`src/rtl/arct_map.svh`:
```
// register addresses, control bit positions, reset values and divider counts of the timer
`ifndef ARCT_MAP_SVH
`define ARCT_MAP_SVH

// ************************************************************
// special function register addresses
// ************************************************************
`define ARCT_ADDR_CTRL      8'hC8
`define ARCT_ADDR_RELOAD_LO 8'hCA
`define ARCT_ADDR_RELOAD_HI 8'hCB
`define ARCT_ADDR_COUNT_LO  8'hCC
`define ARCT_ADDR_COUNT_HI  8'hCD

// ************************************************************
// control register bit positions
// ************************************************************
`define ARCT_BIT_HI_FLAG    7
`define ARCT_BIT_LO_FLAG    6
`define ARCT_BIT_LO_IRQ_EN  5
`define ARCT_BIT_CAPTURE_EN 4
`define ARCT_BIT_SPLIT      3
`define ARCT_BIT_RUN        2
`define ARCT_BIT_CAP_SRC    1
`define ARCT_BIT_EXT_SEL    0

// ************************************************************
// reset values and count constants
// ************************************************************
`define ARCT_RST_BYTE       8'h00
`define ARCT_BYTE_ONES      8'hFF
`define ARCT_BYTE_ONE       8'h01
`define ARCT_WORD_ONES      16'hFFFF
`define ARCT_WORD_ONE       16'h0001
`define ARCT_DIV12_LAST     4'hB
`define ARCT_DIV12_ONE      4'h1
`define ARCT_DIV12_ZERO     4'h0
`define ARCT_EXT_LAST       3'h7
`define ARCT_EXT_ONE        3'h1
`define ARCT_EXT_ZERO       3'h0

`endif

```
`src/rtl/arct_pkg.sv`:
```
// types shared by the timer modules
package arct_pkg;

  // ************************************************************
  // operating modes, coded as {capture enable, split}
  // ************************************************************
  typedef enum logic [1:0] {
    ARCT_MODE_RELOAD16 = 2'b00,  // one 16-bit auto-reload counter
    ARCT_MODE_SPLIT8   = 2'b01,  // two 8-bit auto-reload counters
    ARCT_MODE_CAP16    = 2'b10,  // 16-bit free run with capture
    ARCT_MODE_CAP8     = 2'b11   // two 8-bit free run with capture
  } arct_mode_e;

endpackage : arct_pkg

```
`src/rtl/arct_tick_if.sv`:
```
// count tick pulses passed from the tick generator to the timer core
`timescale 1ns/1ps
interface arct_tick_if;
  logic sys12_tick;  // one pulse every twelve system clocks
  logic ext8_tick;   // one pulse every eight rising edges of the external oscillator

  modport gen (output sys12_tick, output ext8_tick);
  modport use_side (input sys12_tick, input ext8_tick);
endinterface : arct_tick_if

```
`src/rtl/arct_tick_gen.sv`:
```
// prescaler: system clock over twelve and synchronized external clock over eight
`timescale 1ns/1ps
`include "arct_map.svh"
module arct_tick_gen (
  input  wire logic  i_sys_clk,
  input  wire logic  i_srst,
  input  wire logic  i_ext_osc,
  arct_tick_if.gen   tick
);

  // ************************************************************
  // state
  // ************************************************************
  logic [3:0] div12_cnt;       // system clock divider phase
  logic [3:0] next_div12_cnt;
  logic [2:0] ext_cnt;         // external rising edge count
  logic [2:0] next_ext_cnt;
  logic       ext_s1;          // first synchroniser stage, read only by ext_s2
  logic       ext_s2;          // second synchroniser stage
  logic       ext_s3;          // delayed copy for edge detection
  logic       sys12_q;         // registered divide-by-twelve tick
  logic       next_sys12_q;
  logic       ext8_q;          // registered divide-by-eight tick
  logic       next_ext8_q;
  logic       ext_rise;        // synchronized rising edge of the oscillator

  // ************************************************************
  // next state
  // ************************************************************
  // the oscillator is sampled twice before the edge detector sees it
  always_comb begin
    ext_rise       = ext_s2 & ~ext_s3;
    next_div12_cnt = (div12_cnt == `ARCT_DIV12_LAST) ? `ARCT_DIV12_ZERO
                                                     : div12_cnt + `ARCT_DIV12_ONE;
    next_sys12_q   = (div12_cnt == `ARCT_DIV12_LAST);
    next_ext_cnt   = ext_rise ? ext_cnt + `ARCT_EXT_ONE : ext_cnt;
    next_ext8_q    = ext_rise & (ext_cnt == `ARCT_EXT_LAST);
  end

  // ************************************************************
  // registers
  // ************************************************************
  always_ff @(posedge i_sys_clk) begin
    if (i_srst) begin
      div12_cnt <= `ARCT_DIV12_ZERO;
      ext_cnt   <= `ARCT_EXT_ZERO;
      ext_s1    <= 1'b0;
      ext_s2    <= 1'b0;
      ext_s3    <= 1'b0;
      sys12_q   <= 1'b0;
      ext8_q    <= 1'b0;
    end else begin
      div12_cnt <= next_div12_cnt;
      ext_cnt   <= next_ext_cnt;
      ext_s1    <= i_ext_osc;
      ext_s2    <= ext_s1;
      ext_s3    <= ext_s2;
      sys12_q   <= next_sys12_q;
      ext8_q    <= next_ext8_q;
    end
  end

  assign tick.sys12_tick = sys12_q;
  assign tick.ext8_tick  = ext8_q;
endmodule : arct_tick_gen

```
`src/rtl/arct_timer.sv`:
```
// 16-bit auto-reload and capture timer with its special function registers
`timescale 1ns/1ps
`include "arct_map.svh"
module arct_timer (
  input  wire logic       i_sys_clk,                  // system clock
  input  wire logic       i_srst,                     // synchronous reset, active high
  input  wire logic [7:0] i_sfr_addr,                 // register address
  input  wire logic       i_sfr_wr,                   // write strobe
  input  wire logic [7:0] i_sfr_wdata,                // write data
  output logic      [7:0] o_sfr_rdata,                // read data, one cycle after address
  output logic            o_sfr_hit,                  // address belongs to this timer
  input  wire logic       i_low_byte_clock_select,    // low byte runs on system clock
  input  wire logic       i_high_byte_clock_select,   // high byte runs on system clock in split modes
  input  wire logic       i_timer_irq_enable,         // global enable of timer interrupt
  input  wire logic       i_usb_sof,                  // start-of-frame pulse, same clock
  input  wire logic       i_ext_osc,                  // external oscillator, asynchronous
  input  wire logic       i_low_freq_oscillator,      // low frequency oscillator, asynchronous
  output logic            o_timer_irq                 // interrupt request level
);

  // ************************************************************
  // state and wiring
  // ************************************************************
  logic [7:0] ctrl;            // timer control register
  logic [7:0] next_ctrl;
  logic [7:0] reload_lo;       // low reload or captured byte
  logic [7:0] next_reload_lo;
  logic [7:0] reload_hi;       // high reload or captured byte
  logic [7:0] next_reload_hi;
  logic [7:0] count_lo;        // low count byte
  logic [7:0] next_count_lo;
  logic [7:0] count_hi;        // high count byte
  logic [7:0] next_count_hi;
  logic [7:0] rdata;           // registered read data
  logic [7:0] next_rdata;
  logic       slow_s1;         // first synchroniser stage, read only by slow_s2
  logic       slow_s2;         // second synchroniser stage
  logic       slow_s3;         // delayed copy for edge detection
  logic       slow_fall;       // synchronized falling edge of the slow oscillator
  logic       base_tick;       // tick chosen by the external select bit
  logic       tick_lo;         // tick for low byte or whole timer
  logic       tick_hi;         // tick for split high byte
  logic       run;             // run control bit
  logic       cap_evt;         // capture event this cycle
  logic       set_hi;          // hardware sets high flag
  logic       set_lo;          // hardware sets low flag
  logic [15:0] count16;        // both count bytes as one value
  logic [15:0] count16_inc;    // incremented 16-bit value
  arct_pkg::arct_mode_e mode;  // current operating mode

  arct_tick_if tick ();        // prescaled ticks from the generator

  // ************************************************************
  // tick generator
  // ************************************************************
  arct_tick_gen u_tick_gen (
    .i_sys_clk (i_sys_clk),
    .i_srst    (i_srst),
    .i_ext_osc (i_ext_osc),
    .tick      (tick.gen)
  );

  // ************************************************************
  // decoding helpers
  // ************************************************************
  // write strobe aimed at one register
  function automatic logic wr_at(input logic [7:0] addr);
    wr_at = i_sfr_wr && (i_sfr_addr == addr);
  endfunction : wr_at

  // address is one of the five timer registers
  function automatic logic in_map(input logic [7:0] addr);
    in_map = (addr == `ARCT_ADDR_CTRL) || (addr == `ARCT_ADDR_RELOAD_LO) ||
             (addr == `ARCT_ADDR_RELOAD_HI) || (addr == `ARCT_ADDR_COUNT_LO) ||
             (addr == `ARCT_ADDR_COUNT_HI);
  endfunction : in_map

  // ************************************************************
  // clock selection and events
  // ************************************************************
  // outside split mode the low select drives both bytes, so the high select is ignored
  always_comb begin
    mode      = arct_pkg::arct_mode_e'({ctrl[`ARCT_BIT_CAPTURE_EN], ctrl[`ARCT_BIT_SPLIT]});
    run       = ctrl[`ARCT_BIT_RUN];
    base_tick = ctrl[`ARCT_BIT_EXT_SEL] ? tick.ext8_tick : tick.sys12_tick;
    tick_lo   = i_low_byte_clock_select ? 1'b1 : base_tick;
    tick_hi   = i_high_byte_clock_select ? 1'b1 : base_tick;
    slow_fall = ~slow_s2 & slow_s3;
    // source select: zero picks start-of-frame, one picks oscillator fall
    cap_evt   = ctrl[`ARCT_BIT_CAPTURE_EN] &
                (ctrl[`ARCT_BIT_CAP_SRC] ? slow_fall : i_usb_sof);
    count16     = {count_hi, count_lo};
    count16_inc = count16 + `ARCT_WORD_ONE;
  end

  // ************************************************************
  // counter, reload and flag next state
  // ************************************************************
  // counting first, then software writes, then capture; flag sets beat clears
  always_comb begin
    next_count_lo  = count_lo;
    next_count_hi  = count_hi;
    next_reload_lo = reload_lo;
    next_reload_hi = reload_hi;
    set_hi         = 1'b0;
    set_lo         = 1'b0;
    case (mode)
      // single 16-bit counter, reloaded on full wrap
      arct_pkg::ARCT_MODE_RELOAD16: begin
        if (run && tick_lo) begin
          if (count16 == `ARCT_WORD_ONES) begin
            {next_count_hi, next_count_lo} = {reload_hi, reload_lo};
            set_hi = 1'b1;
            set_lo = 1'b1;
          end else begin
            {next_count_hi, next_count_lo} = count16_inc;
            set_lo = (count_lo == `ARCT_BYTE_ONES);
          end
        end
      end
      // two 8-bit counters; the low one ignores the run bit
      arct_pkg::ARCT_MODE_SPLIT8: begin
        if (tick_lo) begin
          if (count_lo == `ARCT_BYTE_ONES) begin
            next_count_lo = reload_lo;
            set_lo = 1'b1;
          end else begin
            next_count_lo = count_lo + `ARCT_BYTE_ONE;
          end
        end
        if (run && tick_hi) begin
          if (count_hi == `ARCT_BYTE_ONES) begin
            next_count_hi = reload_hi;
            set_hi = 1'b1;
          end else begin
            next_count_hi = count_hi + `ARCT_BYTE_ONE;
          end
        end
      end
      // free 16-bit count that wraps to zero
      arct_pkg::ARCT_MODE_CAP16: begin
        if (run && tick_lo) begin
          {next_count_hi, next_count_lo} = count16_inc;
          set_hi = (count16 == `ARCT_WORD_ONES);
          set_lo = (count_lo == `ARCT_BYTE_ONES);
        end
      end
      // two free 8-bit counts, each wrapping to zero
      arct_pkg::ARCT_MODE_CAP8: begin
        if (tick_lo) begin
          next_count_lo = count_lo + `ARCT_BYTE_ONE;
          set_lo = (count_lo == `ARCT_BYTE_ONES);
        end
        if (run && tick_hi) begin
          next_count_hi = count_hi + `ARCT_BYTE_ONE;
          set_hi = (count_hi == `ARCT_BYTE_ONES);
        end
      end
      default: begin
        next_count_lo = count_lo;
      end
    endcase
    // software writes replace the value the counter would have taken
    if (wr_at(`ARCT_ADDR_COUNT_LO)) begin
      next_count_lo = i_sfr_wdata;
    end
    if (wr_at(`ARCT_ADDR_COUNT_HI)) begin
      next_count_hi = i_sfr_wdata;
    end
    if (wr_at(`ARCT_ADDR_RELOAD_LO)) begin
      next_reload_lo = i_sfr_wdata;
    end
    if (wr_at(`ARCT_ADDR_RELOAD_HI)) begin
      next_reload_hi = i_sfr_wdata;
    end
    // a capture in the same cycle as a reload write wins, so no sample is lost
    if (cap_evt) begin
      next_reload_lo = count_lo;
      next_reload_hi = count_hi;
      set_hi         = 1'b1;
    end
    // flags only clear by software write; hardware sets win over that clear
    next_ctrl = wr_at(`ARCT_ADDR_CTRL) ? i_sfr_wdata : ctrl;
    next_ctrl[`ARCT_BIT_HI_FLAG] = next_ctrl[`ARCT_BIT_HI_FLAG] | set_hi;
    next_ctrl[`ARCT_BIT_LO_FLAG] = next_ctrl[`ARCT_BIT_LO_FLAG] | set_lo;
  end

  // ************************************************************
  // read path
  // ************************************************************
  // read data is sampled from the registers before this cycle's write lands
  always_comb begin
    case (i_sfr_addr)
      `ARCT_ADDR_CTRL:      next_rdata = ctrl;
      `ARCT_ADDR_RELOAD_LO: next_rdata = reload_lo;
      `ARCT_ADDR_RELOAD_HI: next_rdata = reload_hi;
      `ARCT_ADDR_COUNT_LO:  next_rdata = count_lo;
      `ARCT_ADDR_COUNT_HI:  next_rdata = count_hi;
      default:              next_rdata = `ARCT_RST_BYTE;
    endcase
  end

  // ************************************************************
  // registers
  // ************************************************************
  always_ff @(posedge i_sys_clk) begin
    if (i_srst) begin
      ctrl      <= `ARCT_RST_BYTE;
      reload_lo <= `ARCT_RST_BYTE;
      reload_hi <= `ARCT_RST_BYTE;
      count_lo  <= `ARCT_RST_BYTE;
      count_hi  <= `ARCT_RST_BYTE;
      rdata     <= `ARCT_RST_BYTE;
      slow_s1   <= 1'b0;
      slow_s2   <= 1'b0;
      slow_s3   <= 1'b0;
    end else begin
      ctrl      <= next_ctrl;
      reload_lo <= next_reload_lo;
      reload_hi <= next_reload_hi;
      count_lo  <= next_count_lo;
      count_hi  <= next_count_hi;
      rdata     <= next_rdata;
      slow_s1   <= i_low_freq_oscillator;
      slow_s2   <= slow_s1;
      slow_s3   <= slow_s2;
    end
  end

  // ************************************************************
  // outputs
  // ************************************************************
  // the request is a level; the low flag joins only when its enable is set
  assign o_timer_irq = i_timer_irq_enable & (ctrl[`ARCT_BIT_HI_FLAG] |
                       (ctrl[`ARCT_BIT_LO_IRQ_EN] & ctrl[`ARCT_BIT_LO_FLAG]));
  assign o_sfr_rdata = rdata;
  assign o_sfr_hit   = in_map(i_sfr_addr);
endmodule : arct_timer

```
`config.mk`:
```
export PLATFORM = sky130hd
export DESIGN_NAME = arct_timer
export DESIGN_NICKNAME = d
export VERILOG_FILES = /design/src/rtl/arct_pkg.sv /design/src/rtl/arct_tick_if.sv /design/src/rtl/arct_tick_gen.sv /design/src/rtl/arct_timer.sv
export VERILOG_INCLUDE_DIRS = /design/src /design/src/rtl
export SDC_FILE = /design/constraint.sdc
export NUM_CORES = 1
export LEC_CHECK = 0
export BUFFER_PORTS_ARGS = -buffer_cell sky130_fd_sc_hd__buf_2
export CAP_MARGIN = 20
export CORE_UTILIZATION = 59
export CTS_BUF_LIST = sky130_fd_sc_hd__clkbuf_4 sky130_fd_sc_hd__clkbuf_8 sky130_fd_sc_hd__clkbuf_16
export CTS_CLUSTER_SIZE = 14
export DETAILED_ROUTE_END_ITERATION = 7
export GPL_TIMING_DRIVEN = 0
export HOLD_SLACK_MARGIN = 0.08
export PLACE_DENSITY_LB_ADDON = 0.15
export SETUP_SLACK_MARGIN = 0.4
export SLEW_MARGIN = 20
export SYNTH_ARGS = -nofsm -noshare
export SYNTH_HDL_FRONTEND = slang
export SYNTH_SLANG_ARGS = --single-unit
```
`constraint.sdc`:
```
create_clock -name i_sys_clk -period 2.65 [get_ports i_sys_clk]
set_clock_uncertainty 0.05 [all_clocks]
set_input_delay 0.265 -clock i_sys_clk [delete_from_list [all_inputs] [get_ports i_sys_clk]]
set_output_delay 0.265 -clock i_sys_clk [all_outputs]
set_load 0.05 [all_outputs]
```
# Word-level counts from Yosys, hierarchy flattened
# Cells that the tools add are included.
[op_classes]
n_addsub = 5
eq_ne = 21
muxes = 41
n_bitwise = 11
n_reduce_logical = 17
[ops]
columns = ["op", "n"]
rows = [
  ["8-bit 2-to-1 mux", 19],
  ["8-bit one-hot mux with 4 select lines", 2],
  ["8-bit equality test, second input constant", 7],
  ["8-bit one-hot mux with 5 select lines", 1],
  ["3-bit != test, second input constant", 8],
  ["1-bit 2-to-1 mux", 17],
  ["16-bit by 1-bit adder with 16-bit output, second input constant", 1],
  ["8-bit by 1-bit adder with 8-bit output, second input constant", 2],
  ["16-bit equality test, second input constant", 1],
  ["1-bit one-hot mux with 4 select lines", 2],
  ["4-bit AND reduction", 2],
  ["1-bit logical AND", 7],
  ["1-bit bitwise AND", 6],
  ["4-bit by 1-bit adder with 4-bit output, second input constant", 1],
  ["2-bit equality test, second input constant", 2],
  ["4-bit equality test, second input constant", 1],
  ["1-bit logical OR", 4],
  ["2-bit nonzero test", 2],
  ["3-bit by 1-bit adder with 3-bit output, second input constant", 1],
  ["3-bit equality test, second input constant", 1],
  ["1-bit bitwise OR", 3],
  ["2-bit by 1-bit equality test with 1-bit output, second input constant", 1],
  ["2-bit zero test", 1],
  ["1-bit inverter", 2],
  ["2-bit OR reduction", 1],
]
[word_totals]
reg_bits = 63
in_bits = 25
out_inout_bits = 10
word_cells = 112

# Logic depth before layout (Yosys ltp)
[logic_depth]
ltp_word = 7
mapped_depth = 8

# By module
# Synthesis repeated with hierarchy kept, for this count alone.
[unflattened]
hier_cells = 406
area_unflattened_um2 = 3482.1
[by_module_without_submodules]
columns = ["mod", "instances", "cells_per_inst", "area_each_um2"]
rows = [
  ["arct_timer", 1, 366, 3050.4],
  ["arct_tick_gen", 1, 40, 431.7],
]

# Least setup slack after synthesis
# Ideal clock, no wire load.
[synth_path]
path_type = "input to register"
start = "input i_sfr_addr[4]"
end = "register rdata[0], in the netlist o_sfr_rdata[0]"
setup_ns = 0.074
t_arrival_ns = 2.430
required_ns = 2.526
path_slack_ns = 0.096
stages = 6
n_path_buf = 1
path_cell_list = "and4bb_2 nand2_1 a211oi_1 nand2b_1 clkbuf_1 a31oi_1"
[synth_via]
elab_chain_cells = 2
[synth_rtl]
columns = ["element", "line_no", "rtl"]
rows = [
  ["start, declared", "arct_timer.sv:7", "input wire logic [7:0] i_sfr_addr,"],
  ["8-bit equality test", "arct_timer.sv:193", "case (i_sfr_addr)"],
  ["8-bit one-hot mux with 5 select lines (*)", "arct_timer.sv:193", ""],
  ["end signal, assigned", "arct_timer.sv:213", "rdata <= `ARCT_RST_BYTE;"],
  ["end signal, assigned", "arct_timer.sv:223", "rdata <= next_rdata;"],
  ["end, declared", "arct_timer.sv:34", "logic [7:0] rdata;"],
]
# Mark *: on every way between the ends. The rest lies on a longest branch, timed or not.
# A chain may end at the register's enable or synchronous reset.

# Worst setup path in the final report
[layout_path]
start = "register count_hi[5]"
end = "register count_hi[6]"
[layout_via]
elab_chain_cells = 5
[layout_rtl]
columns = ["element", "line_no", "rtl"]
rows = [
  ["start, declared", "arct_timer.sv:32", "logic [7:0] count_hi;"],
  ["start signal, assigned", "arct_timer.sv:212", "count_hi <= `ARCT_RST_BYTE;"],
  ["start signal, assigned", "arct_timer.sv:222", "count_hi <= next_count_hi;"],
  ["16-bit by 1-bit adder with 16-bit output (no source line) (tied with other cells)", "-", ""],
  ["8-bit 2-to-1 mux, on equally long branches", "arct_timer.sv:111, arct_timer.sv:132", ""],
  ["8-bit 2-to-1 mux, on equally long branches", "arct_timer.sv:110, arct_timer.sv:131", ""],
  ["8-bit one-hot mux with 4 select lines (*)", "arct_timer.sv:107", "case (mode)"],
  ["8-bit 2-to-1 mux (*)", "arct_timer.sv:167", "if (wr_at(`ARCT_ADDR_COUNT_HI)) begin"],
]
# Mark *: on every way between the ends. The rest lies on a longest branch, timed or not. The select of a mux whose other input is x is not followed.

==> flow_metrics.py <==
metrics = {
    "min_path": {
        "holdPathStages": 3,
        "hold_path_end": "reload_hi[3]$_SDFFE_PP0P_",
        "worstHoldStart": "i_sfr_wdata[3]",
        "hp-class": "primary input to flop",
    },
    "critical_path": {
        "path_buf_inv": 1,
        "slowest_delay_ps": 510,
        "path_delay_family": "simple AND/OR/NAND/NOR gates",
        "r2r_start": "count_hi[5]$_SDFFE_PP0P_",
        "path_cells": "nand4_2, or3_1, buf_6, or2_4, o21ai_2, a21oi_1, a2111oi_2",
        "crit_required_ps": 2850,
        "r2r-end": "count_hi[6]$_SDFFE_PP0P_",
        "cp_slowest_cell": "dfxtp_1",
        "cp-start-kind": "flop",
        "crit_fanout": 8,
        "rr_worst_depth": 7,
        "cp-end-kind": "flop",
        "reg2reg_slack_ps": 450,
        "criticalPathCategory": "flop to flop",
        "cp.arrival_ps": 2400,
    },
    "power_and_ir_drop": {
        "p_leak_nw": 1.41,
        "powerDensity_nw_per_um2": 483,
        "ir_drop_mv": 0.396,
    },
    "synth": {
        "synth_area_leader_cell": "dfxtp_1",
        "synth_edf_count": 0,
        "syn_avg_cell_area_um2": 8.19,
        "ys.flop_type": "dfxtp_1",
        "yosysWarnings": 0,
        "synthCells": 419,
        "ys_seq_elements": 63,
        "synthTopCellsByCount": "dfxtp_1 (63), nor2_1 (50), nand2_1 (47)",
        "synth_top_cell_area_share": 0.367,
        "synth_nets": 449,
        "yosysUniqueCellTypes": 63,
        "synthTopCellsByArea": "dfxtp_1 (37%), nor2_1 (5.5%), nand2_1 (5.1%)",
        "synth.most_common_cell": "dfxtp_1",
        "synth_area_um2": 3430,
        "ys_async_sr_fraction": 0,
        "ys_seq_area_frac": 0.367,
    },
    "timing": {
        "timing.hold.ws_ps": 170,
        "setup_slack_ps": 450,
        "fin_tns_setup_ps": 0,
        "finalMaxSlewViolations": 0,
        "min_period_ps": 2200,
        "hold_viol_final": 0,
        "fin_crit_sh": 0.830,
        "max_freq_mhz": 455,
        "rsz0062_at_grt": "no",
        "setup_viol_count_final": 0,
        "worst-slew-pin-transition_ps": 1010,
        "relSlewSlack": 0.322,
    },
    "placement": {
        "hpwl_mm": 7.45,
        "place_area_um2": 3680,
        "routabilityCongestion": 0.952,
        "numPortBuffers": 30,
        "place_ws_ps": 169,
    },
    "global_route": {
        "grt_overflow_total": 0,
        "grt_pass1_wl_mm": 16.9,
        "grt_max_degree": 13,
        "track_usage": 0.365,
        "antenna_found_initial": 0,
        "grt_pass1_vias": 3263,
    },
    "floorplanning": {
        "die_x_um": 78.3,
        "core-area_um2": 5570,
        "die_y_um": 78.3,
        "dieArea_um2": 6130,
        "ioPinCount": 35,
        "start_util": 0.616,
        "rows": 27,
    },
    "cells_and_area": {
        "n_antenna_cell": 0,
        "multi_input_area_um2": 2020,
        "stdcell_area_um2": 3950,
        "final_layout_size_suffix_gt1_frac": 0.192,
        "regArea_um2": 1280,
        "nNetsFinal": 493,
        "area_delta_synth_final_pct": 14.9,
        "nFillCells": 447,
    },
    "clocking": {
        "htreeDepth": 3,
        "cts_buffer_depth": 2,
        "cts_made_buffers": 9,
        "clock_latency_ps": 350,
        "cts_root_buf": "clkbuf_8",
        "cts_sinks": 63,
        "path_clk_slew_ps": 80,
        "cts_tree": "yes",
    },
    "detailed_routing": {
        "vias_per_cell": 6.72,
        "first_pass_iters": 6,
        "drc": 0,
        "wl_mm": 10.4,
        "drtIter0Drc": 493,
        "antenna_left": 0,
        "wl_per_cell_um": 19.4,
        "vias": 3628,
    },
    "outcome": {
        "status": "complete, no violations",
    },
    "flow_run": {
        "drv_cap": 0,
    },
}
## flip-flops by register name (all words and copies together) (netlist names)
register and count:
u_tick_gen.ext_s2 1, u_tick_gen.ext_cnt 3, u_tick_gen.tick.ext8_tick 1, u_tick_gen.tick.sys12_tick 1, slow_s3 1, u_tick_gen.ext_s1 1, u_tick_gen.ext_s3 1, reload_lo 8
count_lo 8, ctrl 8, count_hi 8, o_sfr_rdata 8, slow_s2 1, slow_s1 1, u_tick_gen.div12_cnt 4, reload_hi 8
## cells in the final DEF (no fill, tap or decap), types with 10 or more instances in the layout
master | synthesis | routed
a21oi_1 | 30 | 30
nand2_1 | 47 | 47
clkbuf_1 | 19 | 16
inv_1 | 10 | 10
mux2i_1 | 16 | 16
nand3_1 | 18 | 17
dfxtp_1 | 63 | 59
nor2_1 | 50 | 49
a31oi_1 | 11 | 11
buf_2 | 4 | 34
a211oi_1 | 12 | 11
## logic make-up after synthesis
group	count (synthesis)	share of synthesized area
compound gates	112	0.229
fa+ha+maj	5	0.0182
xor+xnor	5	0.0128
buf+inv	41	0.0507
mux	22	0.0663
simple gates	171	0.255
flops	63	0.367
## cell type report
type                       count  share of cell area
buffer                        31              0.0371
clock buffer                   9              0.0314
clock inverter                 7              0.0187
inverter                      10             0.00951
multi-input combinational    315               0.512
sequential                    63               0.324
tap                           72              0.0228
timing repair buffer          33              0.0450
## metrics by stage
step | utilization | total power [mW] | instances
global route | 0.708 | 1.96 | 540
global placement | 0.660 | 1.07 | 521
finish | 0.708 | 1.90 | 540
CTS | 0.703 | 1.90 | 540
floorplan | - | 1.03 | 419
detailed placement | 0.660 | 1.07 | 521
## metal layers
metal	global-route usage	part of all wire	vias to the layer above
met4	0.204	0.046	2
met3	0.0651	0.11	51
li1	-	-	1632
met2	0.551	0.44	264
met5	0.0545	0.0035	-
met1	0.487	0.40	1679
## power by group
part | total (mW) | internal, mW | switching [mW]
clock | 0.852 | 0.435 | 0.417
combinational | 0.0951 | 0.0346 | 0.0605
sequential | 0.958 | 0.952 | 0.00611
## worst max path at each step
stage / startpoint / endpoint / slack, ps / cells after the start
after floorplan: i_sfr_addr[4] / o_sfr_rdata[0]$_SDFF_PP0_ / 610 / 6
after global placement: count_lo[0]$_SDFFE_PP0P_ / count_lo[1]$_SDFFE_PP0P_ / 190 / 8
after detailed placement: count_lo[0]$_SDFFE_PP0P_ / count_lo[1]$_SDFFE_PP0P_ / 170 / 8
after CTS: count_hi[0]$_SDFFE_PP0P_ / count_hi[6]$_SDFFE_PP0P_ / 400 / 8
after global routing: count_hi[5]$_SDFFE_PP0P_ / count_hi[6]$_SDFFE_PP0P_ / 410 / 7
final: count_hi[5]$_SDFFE_PP0P_ / count_hi[6]$_SDFFE_PP0P_ / 450 / 7
## repair_timing
action,CTS,global route
buffers inserted,1,0
endpoints found under the hold margin,2,0
resized for setup,9,13
hold buffers,2,0
endpoints found under the setup margin,11,8
pin swaps,1,0
## worst register-to-register path: cells and delay by family (launching register included)
family                 cells  cell delay [ps]
AOI/OAI and AO/OA          3              510
buffers and inverters      1              150
DFF                        1              510
and+or+nand+nor            3              870
(Power assumes the default switching activity.)
